--- src/spi_port_pkg.sv ---
// Package with register map, field positions, reset values and carriers of the serial port.
// What this block does
// RQ1: Shift out and in together each exchange.
// RQ2: MOSI master to slave, MSB first.
// RQ3: MISO slave to master, same bit order.
// RQ4: Master makes clock, eight cycles per byte.
// RQ5: Selecting party holds select low whole message.
// RQ6: Unselected slave releases MISO to high impedance.
// RQ7: Unselected slave leaves bus activity alone.
// RQ8: Master selects only one slave at once.
// RQ9: Master with select disabled never sets fault.
// RQ10: Slave, phase one, select disabled: always selected.
// RQ11: Clearing select disable keeps fault flag.
// RQ12: Do not disable select with phase zero.
// RQ13: Master clock rate from three select bits.
// RQ14: Codes zero to six divide by 2..128.
// RQ15: Configure master before enabling, master first.
// RQ16: Polarity sets idle level, phase sets sample edge.
// RQ17: Mode fault sets flag, clears enable, master.
// RQ18: Completed byte sets transfer done flag.
// RQ19: Write during transfer flags collision, continues.
// RQ20: Idle master write loads and starts exchange.
// RQ21: After reset disabled, flags clear, clock idle.
package spi_port_pkg;

  // Byte offsets of the registers on the bus.
  localparam logic [3:0] CONTROL_OFFSET = 4'h0;
  localparam logic [3:0] STATUS_OFFSET  = 4'h4;
  localparam logic [3:0] DATA_OFFSET    = 4'h8;

  // Control register field positions.
  localparam int RATE_HIGH_BIT  = 7;
  localparam int ENABLE_BIT     = 6;
  localparam int SS_DIS_BIT     = 5;
  localparam int MASTER_BIT     = 4;
  localparam int POLARITY_BIT   = 3;
  localparam int PHASE_BIT      = 2;
  localparam int RATE_MID_BIT   = 1;
  localparam int RATE_LOW_BIT   = 0;

  // Status register field positions.
  localparam int DONE_BIT       = 7;
  localparam int COLLISION_BIT  = 6;
  localparam int FAULT_BIT      = 4;

  // Reset value of the control register.
  localparam logic [7:0] CONTROL_RESET = 8'h14;

  // Bits in one exchange.
  localparam logic [3:0] BITS_PER_BYTE = 4'h8;

  // Control fields gathered for the shifter.
  typedef struct packed {
    logic       enable;
    logic       ss_dis;
    logic       master;
    logic       polarity;
    logic       phase;
    logic [2:0] rate;
  } ctrl_t;

  // Serial pins as seen by the core.
  typedef struct packed {
    logic sck_o;
    logic sck_oe;
    logic mosi_o;
    logic mosi_oe;
    logic miso_o;
    logic miso_oe;
  } pins_out_t;

endpackage : spi_port_pkg

--- src/spi_master_slave_port.sv ---
// Serial port core that runs as bus master or slave, with a Wishbone register slave.
//
// Implementation choices: the address map and register access over Wishbone.
`timescale 1ns/1ps
module spi_master_slave_port
  import spi_port_pkg::*;
(
  input  wire logic        sys_clk,
  input  wire logic        rstn,
  input  wire logic        clk_en,
  input  wire logic [3:0]  wb_adr_i,
  input  wire logic [31:0] wb_dat_i,
  output logic      [31:0] wb_dat_o,
  input  wire logic [3:0]  wb_sel_i,
  input  wire logic        wb_we_i,
  input  wire logic        wb_cyc_i,
  input  wire logic        wb_stb_i,
  output logic             wb_ack_o,
  input  wire logic        sck_i,
  input  wire logic        mosi_i,
  input  wire logic        miso_i,
  input  wire logic        ss_n_i,
  output pins_out_t        pins_o,
  output logic             transfer_irq,
  output logic             fault_irq
);

  // Shifter states, Gray coded along idle, run, finish.
  typedef enum logic [1:0] {
    ST_IDLE   = 2'b00,
    ST_RUN    = 2'b01,
    ST_FINISH = 2'b11
  } state_t;

  // Divisor half period lookup, used by the rate generator.
  function automatic logic [6:0] half_period(input logic [2:0] code);
    case (code)
      3'h0:    half_period = 7'h01;
      3'h1:    half_period = 7'h02;
      3'h2:    half_period = 7'h04;
      3'h3:    half_period = 7'h08;
      3'h4:    half_period = 7'h10;
      3'h5:    half_period = 7'h20;
      3'h6:    half_period = 7'h40;
      default: half_period = 7'h40; // The invalid code runs at the slowest rate.
    endcase
  endfunction : half_period

  logic [1:0]  rst_sync;          // Reset release pipeline.
  logic        rst_n;             // Synchronised active low reset.
  logic [7:0]  control_reg;       // Control register.
  logic        done_reg;          // Transfer done flag.
  logic        collision_reg;     // Write collision flag.
  logic        fault_reg;         // Mode fault flag.
  logic [7:0]  rx_buffer_reg;     // Received byte buffer.
  logic [7:0]  shift_reg;         // Shift register.
  logic [3:0]  bit_cnt_reg;       // Bits left in the exchange, counted per bit.
  logic [6:0]  div_cnt_reg;       // Rate generator counter.
  logic        sck_reg;           // Master clock level.
  logic        second_half_reg;   // High when next master edge is the second one of a bit.
  logic        in_bit_reg;        // Sampled input bit, waiting for the shift edge.
  logic        status_seen_reg;   // Status read with a flag set, arming the clearing sequence.
  logic [2:0]  sample_pipe_reg;   // Master sample strobes, delayed to match the synchroniser.
  logic [7:0]  rx_shift_reg;      // Bits received in master mode.
  state_t      state_reg;         // Shifter state.
  logic [2:0]  sck_sync, ss_sync, mosi_sync, miso_sync; // Pin synchronisers.
  logic        sck_q, ss_q;       // Agreed pin levels.
  logic        sck_prev;          // Previous agreed slave clock.
  ctrl_t       ctrl;              // Control fields.
  logic        bus_req, bus_wr, wr_ctrl, wr_data, rd_status, rd_data;
  logic        busy, slave_sel, s_edge, s_lead, s_trail, m_tick, m_sample, fault_evt, done_evt;

  assign rst_n = rst_sync[1];

  // Reset is applied at once and released two clocks later.
  always_ff @(posedge sys_clk or negedge rstn) begin
    if (!rstn) begin
      rst_sync <= 2'b00;
    end else begin
      rst_sync <= {rst_sync[0], 1'b1};
    end
  end

  assign ctrl.enable   = control_reg[ENABLE_BIT];
  assign ctrl.ss_dis   = control_reg[SS_DIS_BIT];
  assign ctrl.master   = control_reg[MASTER_BIT];
  assign ctrl.polarity = control_reg[POLARITY_BIT];
  assign ctrl.phase    = control_reg[PHASE_BIT];
  assign ctrl.rate     = {control_reg[RATE_HIGH_BIT], control_reg[RATE_MID_BIT],
                          control_reg[RATE_LOW_BIT]};

  // Pins cross through three flops; a clock or select level counts when the last two agree.
  always_ff @(posedge sys_clk or negedge rst_n) begin
    if (!rst_n) begin
      sck_sync  <= 3'h0;
      ss_sync   <= 3'h7;
      mosi_sync <= 3'h0;
      miso_sync <= 3'h0;
      sck_q     <= 1'b0;
      ss_q      <= 1'b1;
    end else if (clk_en) begin
      sck_sync  <= {sck_sync[1:0], sck_i};
      ss_sync   <= {ss_sync[1:0], ss_n_i};
      mosi_sync <= {mosi_sync[1:0], mosi_i};
      miso_sync <= {miso_sync[1:0], miso_i};
      if (sck_sync[2] == sck_sync[1]) begin
        sck_q <= sck_sync[2];
      end
      if (ss_sync[2] == ss_sync[1]) begin
        ss_q <= ss_sync[2];
      end
    end
  end

  // Bus decode: one-cycle ack, only when ack is low so each request is taken once.
  assign bus_req   = wb_cyc_i && wb_stb_i && !wb_ack_o;
  assign bus_wr    = bus_req && wb_we_i && wb_sel_i[0];
  assign wr_ctrl   = bus_wr && (wb_adr_i == CONTROL_OFFSET);
  assign wr_data   = bus_wr && (wb_adr_i == DATA_OFFSET);
  assign rd_status = bus_req && !wb_we_i && (wb_adr_i == STATUS_OFFSET);
  assign rd_data   = bus_req && !wb_we_i && (wb_adr_i == DATA_OFFSET);
  assign busy      = (state_reg != ST_IDLE);

  // Ack and read data; unmapped addresses answer zero.
  always_ff @(posedge sys_clk or negedge rst_n) begin
    if (!rst_n) begin
      wb_ack_o <= 1'b0;
      wb_dat_o <= 32'h0000_0000;
    end else if (clk_en) begin
      wb_ack_o <= bus_req;
      if (bus_req && !wb_we_i) begin
        case (wb_adr_i)
          CONTROL_OFFSET: wb_dat_o <= {24'h00_0000, control_reg};
          STATUS_OFFSET:  wb_dat_o <= {24'h00_0000, done_reg, collision_reg, 1'b0,
                                       fault_reg, 4'h0};
          DATA_OFFSET:    wb_dat_o <= {24'h00_0000, rx_buffer_reg};
          default:        wb_dat_o <= 32'h0000_0000;
        endcase
      end
    end
  end

  // Slave is selected by a low select, or always when phase is one and select is off.
  assign slave_sel = !ctrl.master && ctrl.enable &&
                     (!ss_q || (ctrl.ss_dis && ctrl.phase)); // [RQ10]

  // Mode fault: a master sees select low, unless select is disabled.
  assign fault_evt = ctrl.enable && ctrl.master && !ctrl.ss_dis && !ss_q; // [RQ9] [RQ17]

  // Control register; a fault clears enable and master, and a write in the same cycle is dropped.
  always_ff @(posedge sys_clk or negedge rst_n) begin
    if (!rst_n) begin
      control_reg <= CONTROL_RESET; // [RQ21]
    end else if (clk_en) begin
      if (fault_evt) begin
        control_reg[ENABLE_BIT] <= 1'b0; // [RQ17]
        control_reg[MASTER_BIT] <= 1'b0; // [RQ17]
      end else if (wr_ctrl) begin
        control_reg <= wb_dat_i[7:0];
      end
    end
  end

  // A status read with a flag set arms the clearing sequence.
  always_ff @(posedge sys_clk or negedge rst_n) begin
    if (!rst_n) begin
      status_seen_reg <= 1'b0;
    end else if (clk_en) begin
      if (rd_status) begin
        status_seen_reg <= done_reg || collision_reg || fault_reg;
      end else if (wr_ctrl || rd_data || wr_data) begin
        status_seen_reg <= 1'b0;
      end
    end
  end

  // Flags: hardware set wins over the clearing sequence in the same cycle.
  always_ff @(posedge sys_clk or negedge rst_n) begin
    if (!rst_n) begin
      done_reg      <= 1'b0; // [RQ21]
      collision_reg <= 1'b0;
      fault_reg     <= 1'b0;
    end else if (clk_en) begin
      if (done_evt) begin
        done_reg <= 1'b1; // [RQ18]
      end else if (status_seen_reg && (rd_data || wr_data)) begin
        done_reg <= 1'b0;
      end
      if (wr_data && busy) begin
        collision_reg <= 1'b1; // [RQ19]
      end else if (status_seen_reg && (rd_data || wr_data)) begin
        collision_reg <= 1'b0;
      end
      // Only the status-then-control sequence clears the fault, not ss_dis itself.
      if (fault_evt) begin
        fault_reg <= 1'b1; // [RQ17]
      end else if (status_seen_reg && wr_ctrl) begin
        fault_reg <= 1'b0; // [RQ11]
      end
    end
  end

  // Slave clock edges: leading leaves idle, trailing returns to it.
  assign s_edge  = (sck_q != sck_prev);
  assign s_lead  = s_edge && (sck_q != ctrl.polarity);
  assign s_trail = s_edge && (sck_q == ctrl.polarity);
  assign m_tick  = (div_cnt_reg == 7'h01);

  // Master sampling edge; MISO is taken three clocks later, behind its synchroniser.
  assign m_sample = (state_reg == ST_RUN) && ctrl.master && ctrl.enable && m_tick &&
                    (second_half_reg == ctrl.phase); // [RQ3]

  // Previous slave clock level.
  always_ff @(posedge sys_clk or negedge rst_n) begin
    if (!rst_n) begin
      sck_prev <= 1'b0;
    end else if (clk_en) begin
      sck_prev <= sck_q;
    end
  end

  // Rate generator: half a serial bit takes half the divisor in core clocks.
  always_ff @(posedge sys_clk or negedge rst_n) begin
    if (!rst_n) begin
      div_cnt_reg <= 7'h01;
    end else if (clk_en) begin
      if (state_reg != ST_RUN || m_tick) begin
        div_cnt_reg <= half_period(ctrl.rate); // [RQ13] [RQ14]
      end else begin
        div_cnt_reg <= div_cnt_reg - 7'h01;
      end
    end
  end

  // Delayed MISO capture: the third flop read three clocks after the sampling edge holds
  // the line level at that edge, so even the fastest rate receives the right bits.
  always_ff @(posedge sys_clk or negedge rst_n) begin
    if (!rst_n) begin
      sample_pipe_reg <= 3'h0;
      rx_shift_reg    <= 8'h00;
    end else if (clk_en) begin
      sample_pipe_reg <= {sample_pipe_reg[1:0], m_sample};
      if (sample_pipe_reg[2]) begin
        rx_shift_reg <= {rx_shift_reg[6:0], miso_sync[2]}; // [RQ1] [RQ3]
      end
    end
  end

  // Shifter: one sampling edge and one shifting edge per bit, full duplex.
  always_ff @(posedge sys_clk or negedge rst_n) begin
    if (!rst_n) begin
      state_reg       <= ST_IDLE;
      shift_reg       <= 8'h00;
      bit_cnt_reg     <= 4'h0;
      sck_reg         <= 1'b0;
      second_half_reg <= 1'b0;
      in_bit_reg      <= 1'b0;
      rx_buffer_reg   <= 8'h00;
      done_evt        <= 1'b0;
    end else if (clk_en) begin
      done_evt <= 1'b0;
      case (state_reg)
        ST_IDLE: begin
          sck_reg         <= ctrl.polarity; // [RQ16]
          second_half_reg <= 1'b0;
          bit_cnt_reg     <= BITS_PER_BYTE;
          if (wr_data) begin
            shift_reg <= wb_dat_i[7:0]; // Load also in slave mode for the next exchange.
          end
          if (wr_data && ctrl.enable && ctrl.master) begin
            state_reg <= ST_RUN; // [RQ20]
          end else if (slave_sel && (ctrl.phase ? s_lead : (s_lead || s_trail))) begin
            // Phase one starts on the first edge; phase zero data already stands.
            state_reg <= ST_RUN;
            if (!ctrl.phase) begin
              in_bit_reg <= mosi_sync[2];
              bit_cnt_reg <= BITS_PER_BYTE - 4'h1;
              if (s_trail) begin
                shift_reg <= {shift_reg[6:0], mosi_sync[2]};
              end
            end
          end
        end
        ST_RUN: begin
          if (ctrl.master) begin
            if (!ctrl.enable) begin
              state_reg <= ST_IDLE;
            end else if (m_tick) begin
              sck_reg         <= !sck_reg; // [RQ4]
              second_half_reg <= !second_half_reg;
              // Sample on the leading edge for phase zero, trailing for phase one.
              if (second_half_reg == ctrl.phase) begin
                in_bit_reg <= miso_sync[2]; // [RQ3]
              end else if (!(bit_cnt_reg == BITS_PER_BYTE && ctrl.phase)) begin
                shift_reg   <= {shift_reg[6:0], in_bit_reg}; // [RQ1] [RQ2]
              end
              if (second_half_reg) begin
                bit_cnt_reg <= bit_cnt_reg - 4'h1;
                if (bit_cnt_reg == 4'h1) begin
                  state_reg <= ST_FINISH;
                end
              end
            end
          end else if (!slave_sel) begin
            state_reg <= ST_IDLE; // [RQ7]
          end else if (ctrl.phase ? s_trail : s_lead) begin
            in_bit_reg <= mosi_sync[2]; // [RQ2]
            if (ctrl.phase && bit_cnt_reg == 4'h1) begin
              shift_reg <= {shift_reg[6:0], mosi_sync[2]};
              state_reg <= ST_FINISH;
            end
            bit_cnt_reg <= bit_cnt_reg - 4'h1;
          end else if (ctrl.phase ? s_lead : s_trail) begin
            shift_reg <= {shift_reg[6:0], in_bit_reg}; // [RQ1]
            if (!ctrl.phase && bit_cnt_reg == 4'h0) begin
              state_reg <= ST_FINISH;
            end
          end
        end
        ST_FINISH: begin
          // A master waits until the delayed MISO samples have all landed.
          if (!(ctrl.master && (|sample_pipe_reg))) begin
            rx_buffer_reg <= ctrl.master ? rx_shift_reg : shift_reg; // [RQ1]
            done_evt      <= 1'b1; // [RQ18]
            state_reg     <= ST_IDLE;
          end
        end
        default: begin
          state_reg <= ST_IDLE;
        end
      endcase
    end
  end

  // Pin drive: master drives clock and MOSI, selected slave drives MISO.
  always_comb begin
    pins_o.sck_o   = sck_reg;
    pins_o.sck_oe  = ctrl.enable && ctrl.master; // [RQ4]
    pins_o.mosi_o  = shift_reg[7];
    pins_o.mosi_oe = ctrl.enable && ctrl.master; // [RQ2]
    pins_o.miso_o  = shift_reg[7];
    pins_o.miso_oe = slave_sel; // [RQ6] [RQ7] [RQ3]
  end

  assign transfer_irq = done_reg; // [RQ18]
  assign fault_irq    = fault_reg && !ctrl.ss_dis; // [RQ17]

  // Assertions guarding the main behaviour.
  a_reset_idle_clock: assert property (@(posedge sys_clk) disable iff (!rst_n) // [RQ21]
    (state_reg == ST_IDLE && clk_en && $past(clk_en)) |-> (sck_reg == $past(ctrl.polarity)))
    else $error("Clock not at idle level while idle.");
  a_miso_release: assert property (@(posedge sys_clk) disable iff (!rst_n) // [RQ6]
    (!ctrl.master && ss_q && !(ctrl.ss_dis && ctrl.phase)) |-> !pins_o.miso_oe)
    else $error("MISO driven while not selected.");
  a_no_fault_ss_pin_disable: assert property (@(posedge sys_clk) disable iff (!rst_n) // [RQ9]
    (ctrl.master && ctrl.ss_dis && !fault_reg && clk_en) |=> !fault_reg)
    else $error("Fault set with select disabled.");
  a_fault_clears_en: assert property (@(posedge sys_clk) disable iff (!rst_n) // [RQ17]
    (fault_evt && clk_en) |=> (fault_reg && !ctrl.enable && !ctrl.master))
    else $error("Fault did not disable the port.");
  a_collision_flag: assert property (@(posedge sys_clk) disable iff (!rst_n) // [RQ19]
    (wr_data && state_reg == ST_RUN && clk_en) |=> (collision_reg && busy))
    else $error("Collision not flagged or transfer stopped.");
  a_start_on_write: assert property (@(posedge sys_clk) disable iff (!rst_n) // [RQ20]
    (wr_data && !busy && ctrl.enable && ctrl.master && clk_en) |=> (state_reg == ST_RUN))
    else $error("Master write did not start exchange.");
  a_done_sets_flag: assert property (@(posedge sys_clk) disable iff (!rst_n) // [RQ18]
    (done_evt && clk_en) |=> done_reg)
    else $error("Transfer done flag not set.");
  a_ss_pin_disable_keeps_fault: assert property (@(posedge sys_clk) disable iff (!rst_n) // [RQ11]
    (fault_reg && wr_ctrl && !status_seen_reg && clk_en) |=> fault_reg)
    else $error("Fault cleared without the sequence.");
  a_rate_divisor: assert property (@(posedge sys_clk) disable iff (!rst_n) // [RQ14]
    (state_reg == ST_RUN && m_tick && clk_en) |=> (div_cnt_reg == half_period(ctrl.rate)))
    else $error("Rate generator reloaded wrong value.");

endmodule : spi_master_slave_port

--- config.mk ---
export PLATFORM = sky130hd
export DESIGN_NAME = spi_master_slave_port
export DESIGN_NICKNAME = d
export VERILOG_FILES = /design/src/spi_port_pkg.sv /design/src/spi_master_slave_port.sv
export SDC_FILE = /design/constraint.sdc
export NUM_CORES = 1
export LEC_CHECK = 0
export BUFFER_PORTS_ARGS = -buffer_cell sky130_fd_sc_hd__buf_2
export CAP_MARGIN = 10
export CORE_UTILIZATION = 56
export CTS_CLUSTER_DIAMETER = 80
export CTS_CLUSTER_SIZE = 12
export DETAILED_ROUTE_END_ITERATION = 10
export PLACE_DENSITY = 0.81
export RECOVER_POWER = 100
export SLEW_MARGIN = 20
export SYNTH_ARGS = -nofsm -noshare
export SYNTH_HDL_FRONTEND = slang
export SYNTH_SLANG_ARGS = --single-unit
--- constraint.sdc ---
create_clock -name sys_clk -period 3.4 [get_ports sys_clk]
set_clock_uncertainty 0.2 [all_clocks]
set_input_delay 1.02 -clock sys_clk [delete_from_list [all_inputs] [get_ports sys_clk]]
set_output_delay 1.02 -clock sys_clk [all_outputs]
set_load 0.1 [all_outputs]
==> results.txt <==
- Clock latency on the worst-skew pair, taken at its later pin, is 0.36 ns.
- TritonCTS built the clock tree.
* Cells on worst reg2reg path: 6
- For this design the ratio of total power to cell area is about 570 nW/µm².
- GRT Resource Usage Total: 0.235
- In this run, CTS created clock tree buffers numbering 9.
* Outcome: finished clean
* Ordered list of cells on the worst path: a21bo_2 > and3b_1 > clkbuf_2
* Required time worst endpoint: 2.18 ns
- GRT overflow: 0
- Clock tree synthesis selected as its root buffer the cell sky130_fd_sc_hd__clkbuf_8.
- For this configuration, the core starts out at a cell density of 0.585.
- CTS saw 82 sinks.
- Final count of negative-setup-slack endpoints: 0
* Worst Tran Pin Value: 1.30 ns
- Sequential standard cell area: slightly above 2000 µm²
- The library cells used most frequently in the layout, excluding fill and tap cells, are sky130_fd_sc_hd__dfrtp_1 (75), sky130_fd_sc_hd__nor2_1 (32), sky130_fd_sc_hd__nand2_1 (29).
- Via density per instance: 5.88
- Port Buffer Count: 39
- Die Span Y: 92.6 µm
* Detailed-route DRC error count: 0
- Antenna violation net count after detailed routing: 0
- In this run, distinct cell masters in the synthesized netlist total 64.
- The first detailed-routing pass ran for 5 iterations.
* Cell-internal power: 0.00175 W
- Final hold analysis gives a worst-case slack of about 0.16 ns.
- Final weighted congestion of routability-driven global placement: 0.881
* Endpoint of the worst register-to-register path: bit_cnt_reg[1]
* RSZ-0062 raised after global routing: false
- The routed design could run at a clock period as short as roughly 3.2 ns.
* Number of vias in the routed layout: 3452
* Top_reg_cell synth: sky130_fd_sc_hd__dfrtp_1
- Arrival time of the worst setup path: slightly below 2 ns
- Across the run, the number of max-cap violations was 0.
* Hold path startpoint: rst_sync[0]
- Of the total power, the share spent switching nets is 0.368.
- Routed wire length per instance: 16.3 µm
* Area growth, synth to finish: 5.48%
* Proportion of power drawn by combinational gates: 0.273
- STA classifies the critical path endpoint as a primary output.
* FF-to-FF Start: div_cnt_reg[0]
* Share of final-layout standard cells stronger than drive strength 1: 0.159
- After synthesis the cells add up to around 4600 µm².
- After clock tree synthesis, the clock-pin slew on the worst setup and hold paths is 0.08 ns.
- Depth of the worst hold-timing path: 0
- The number of buffers and inverters on the critical path is 1.
- STA classifies the critical path startpoint as a flop.
- Final net count: 535
- Hold Violations, Final: 0
- The die is 92.6 µm wide.
* First DRT Iteration DRCs: about 260
- Buffers inserted to repair hold after CTS numbered 0.
* Maximum fanout along the worst path: 9
- Number of antenna violations at the first check in global routing: 0
- The tightest min-delay check is of the flop to flop type.
- Number of warnings issued by yosys: 0
- R2r setup slk: 0.39 ns
- For this run, the register share of the synthesized area comes to 0.449.
- Standard-cell row count: 32
- Peak Freq: between 300 and 400 MHz
- Largest delay contributor family on the critical path: flip-flops
- Leaving out fill and tap cells, the most frequent cell in the layout is sky130_fd_sc_hd__dfrtp_1.
* Top-level port count: 91
- Reported leakage power: 2.20 nW
* Routed wire length: 9.54 mm
- Area of the multi-input gates: roughly 2100 µm²
- Critical path start-end classification: flop to primary output
- The repair_antennas step left the layout with diodes totalling 0.
- EDFF count, synth: 0
- Across the VDD grid, the largest voltage drop is 0.000292 V.
* Post-CTS setup repair buffer count: 0
* Synthesized netlist cell count: 450
- In this run, synthesis produced a sequential element count of 82.
- H-tree depth reported by CTS: 3
- Of the total power, registers draw 0.446.
- The clock passes through at most 2 buffers.
* Hold EP: rst_sync[1]
* Part of the total power dissipated in the clock network: 0.281
- Die Outline Area: 8570 µm²
- After routing, the total negative slack on setup checks comes to 0 ns.
- Core area: 7850 µm²
- Async SR Flop Fraction: 1.00
- Number of global-route vias before repair: 3235
- Wire length of the first global-routing pass: 15.7 mm
* Largest net degree at the start of global routing: between 80 and 90
* Filler Cell Count: roughly 640
* Final worst path period share: 0.931
- A synthesized cell averages 10.2 µm².
* Detail Placement HPWL: 6.69 mm
- Number of max-slew violations in the final report: 0
* Resize count post-CTS: 0
* Switching component of the power: 0.00102 W
- The largest individual stage delay along the critical path comes from the cell sky130_fd_sc_hd__dfstp_2.
- Max transition margin: 0.132
- On the worst path, the slowest cell contributes a delay of 0.68 ns.
worst max path at each step:
stage,cells past startpoint,slack (ns),start,endpoint
floorplan,1,0.44,control_reg[5],fault_irq
global placement,5,0.36,wb_adr_i[1],control_reg[7]
detailed placement,5,0.33,wb_adr_i[1],control_reg[0]
CTS,3,0.26,control_reg[2],pins_o[0]
global route,6,0.13,div_cnt_reg[0],shift_reg[6]
finish,3,0.23,control_reg[2],pins_o[0]
cells by family after synthesis:
family,share of synthesized area
AOI/OAI and AO/OA,0.165
adders and majority gates,0.0136
xor gates and xnor gates,0.00954
other,0.00164
buffers and inverters,0.0907
muxes,0.133
and+or+nand+nor,0.138
DFF,0.449
area by class of cell:
| cell class | count | share of cell area |
|---|---|---|
| clock buffers | 10 | 0.0263 |
| clock inverters | 6 | 0.0183 |
| inverters | 22 | 0.0170 |
| multi-input cells | 319 | 0.443 |
| flip-flops and latches | 82 | 0.425 |
| well taps | 102 | 0.0263 |
| repair buffers | 46 | 0.0431 |
routing by layer:
layer,vias to the layer above,global-route usage,part of all wire
met1,1667,0.324,0.44
met4,0,0.0755,0.013
met2,158,0.378,0.48
li1,1614,-,-
met3,13,0.0419,0.064
met5,-,0,0
synthesized netlist by cell type, types with 3 or more instances:
library cell | n | area share
sky130_fd_sc_hd__buf_4 | 30 | 0.049
sky130_fd_sc_hd__a21oi_1 | 25 | 0.027
sky130_fd_sc_hd__mux2i_1 | 28 | 0.061
sky130_fd_sc_hd__nor3_1 | 10 | 0.011
sky130_fd_sc_hd__nor2_1 | 32 | 0.026
sky130_fd_sc_hd__dfstp_2 | 7 | 0.040
sky130_fd_sc_hd__clkbuf_1 | 7 | 0.0057
sky130_fd_sc_hd__dfrtp_1 | 75 | 0.41
sky130_fd_sc_hd__and3b_1 | 4 | 0.0076
sky130_fd_sc_hd__mux2_4 | 4 | 0.013
sky130_fd_sc_hd__buf_2 | 9 | 0.0098
sky130_fd_sc_hd__ha_1 | 5 | 0.014
sky130_fd_sc_hd__a21o_1 | 3 | 0.0049
sky130_fd_sc_hd__inv_1 | 21 | 0.017
sky130_fd_sc_hd__o2bb2ai_1 | 8 | 0.015
sky130_fd_sc_hd__a31oi_1 | 5 | 0.0068
sky130_fd_sc_hd__o211ai_1 | 4 | 0.0065
sky130_fd_sc_hd__o41ai_1 | 4 | 0.0076
sky130_fd_sc_hd__buf_6 | 3 | 0.0074
sky130_fd_sc_hd__a22o_1 | 8 | 0.015
sky130_fd_sc_hd__o21ai_0 | 21 | 0.023
sky130_fd_sc_hd__o21ai_1 | 10 | 0.011
sky130_fd_sc_hd__o31ai_1 | 6 | 0.0098
sky130_fd_sc_hd__nand2_1 | 29 | 0.024
sky130_fd_sc_hd__nor2b_1 | 8 | 0.011
sky130_fd_sc_hd__xnor2_1 | 3 | 0.0057
sky130_fd_sc_hd__nand2b_1 | 4 | 0.0054
sky130_fd_sc_hd__mux2_2 | 22 | 0.054
sky130_fd_sc_hd__nand3_1 | 10 | 0.011
per-stage QoR:
stage	instance area (µm²)	util	power, W	setup WS (ns)	std cells
2_1_floorplan	4680	-	0.00189	0.438	473
3_3_place_gp	4720	0.601	0.00199	0.358	570
3_5_place_dp	4720	0.601	0.00202	0.325	570
4_1_cts	4930	0.629	0.00280	0.263	586
5_1_grt	4840	0.617	0.00290	0.129	587
6_report	4840	0.617	0.00277	0.235	587
power by group through the flow:
stage / clock network [W] / registers, W / logic, W
after CTS: 0.000793 / 0.00124 / 0.000761
after floorplan: 0 / 0.00122 / 0.000672
after detailed placement: 0 / 0.00126 / 0.000757
final: 0.000777 / 0.00123 / 0.000755
after global placement: 0 / 0.00125 / 0.000732
after global routing: 0.000831 / 0.00125 / 0.000824
Note: power is estimated with default switching activity, not from simulation.
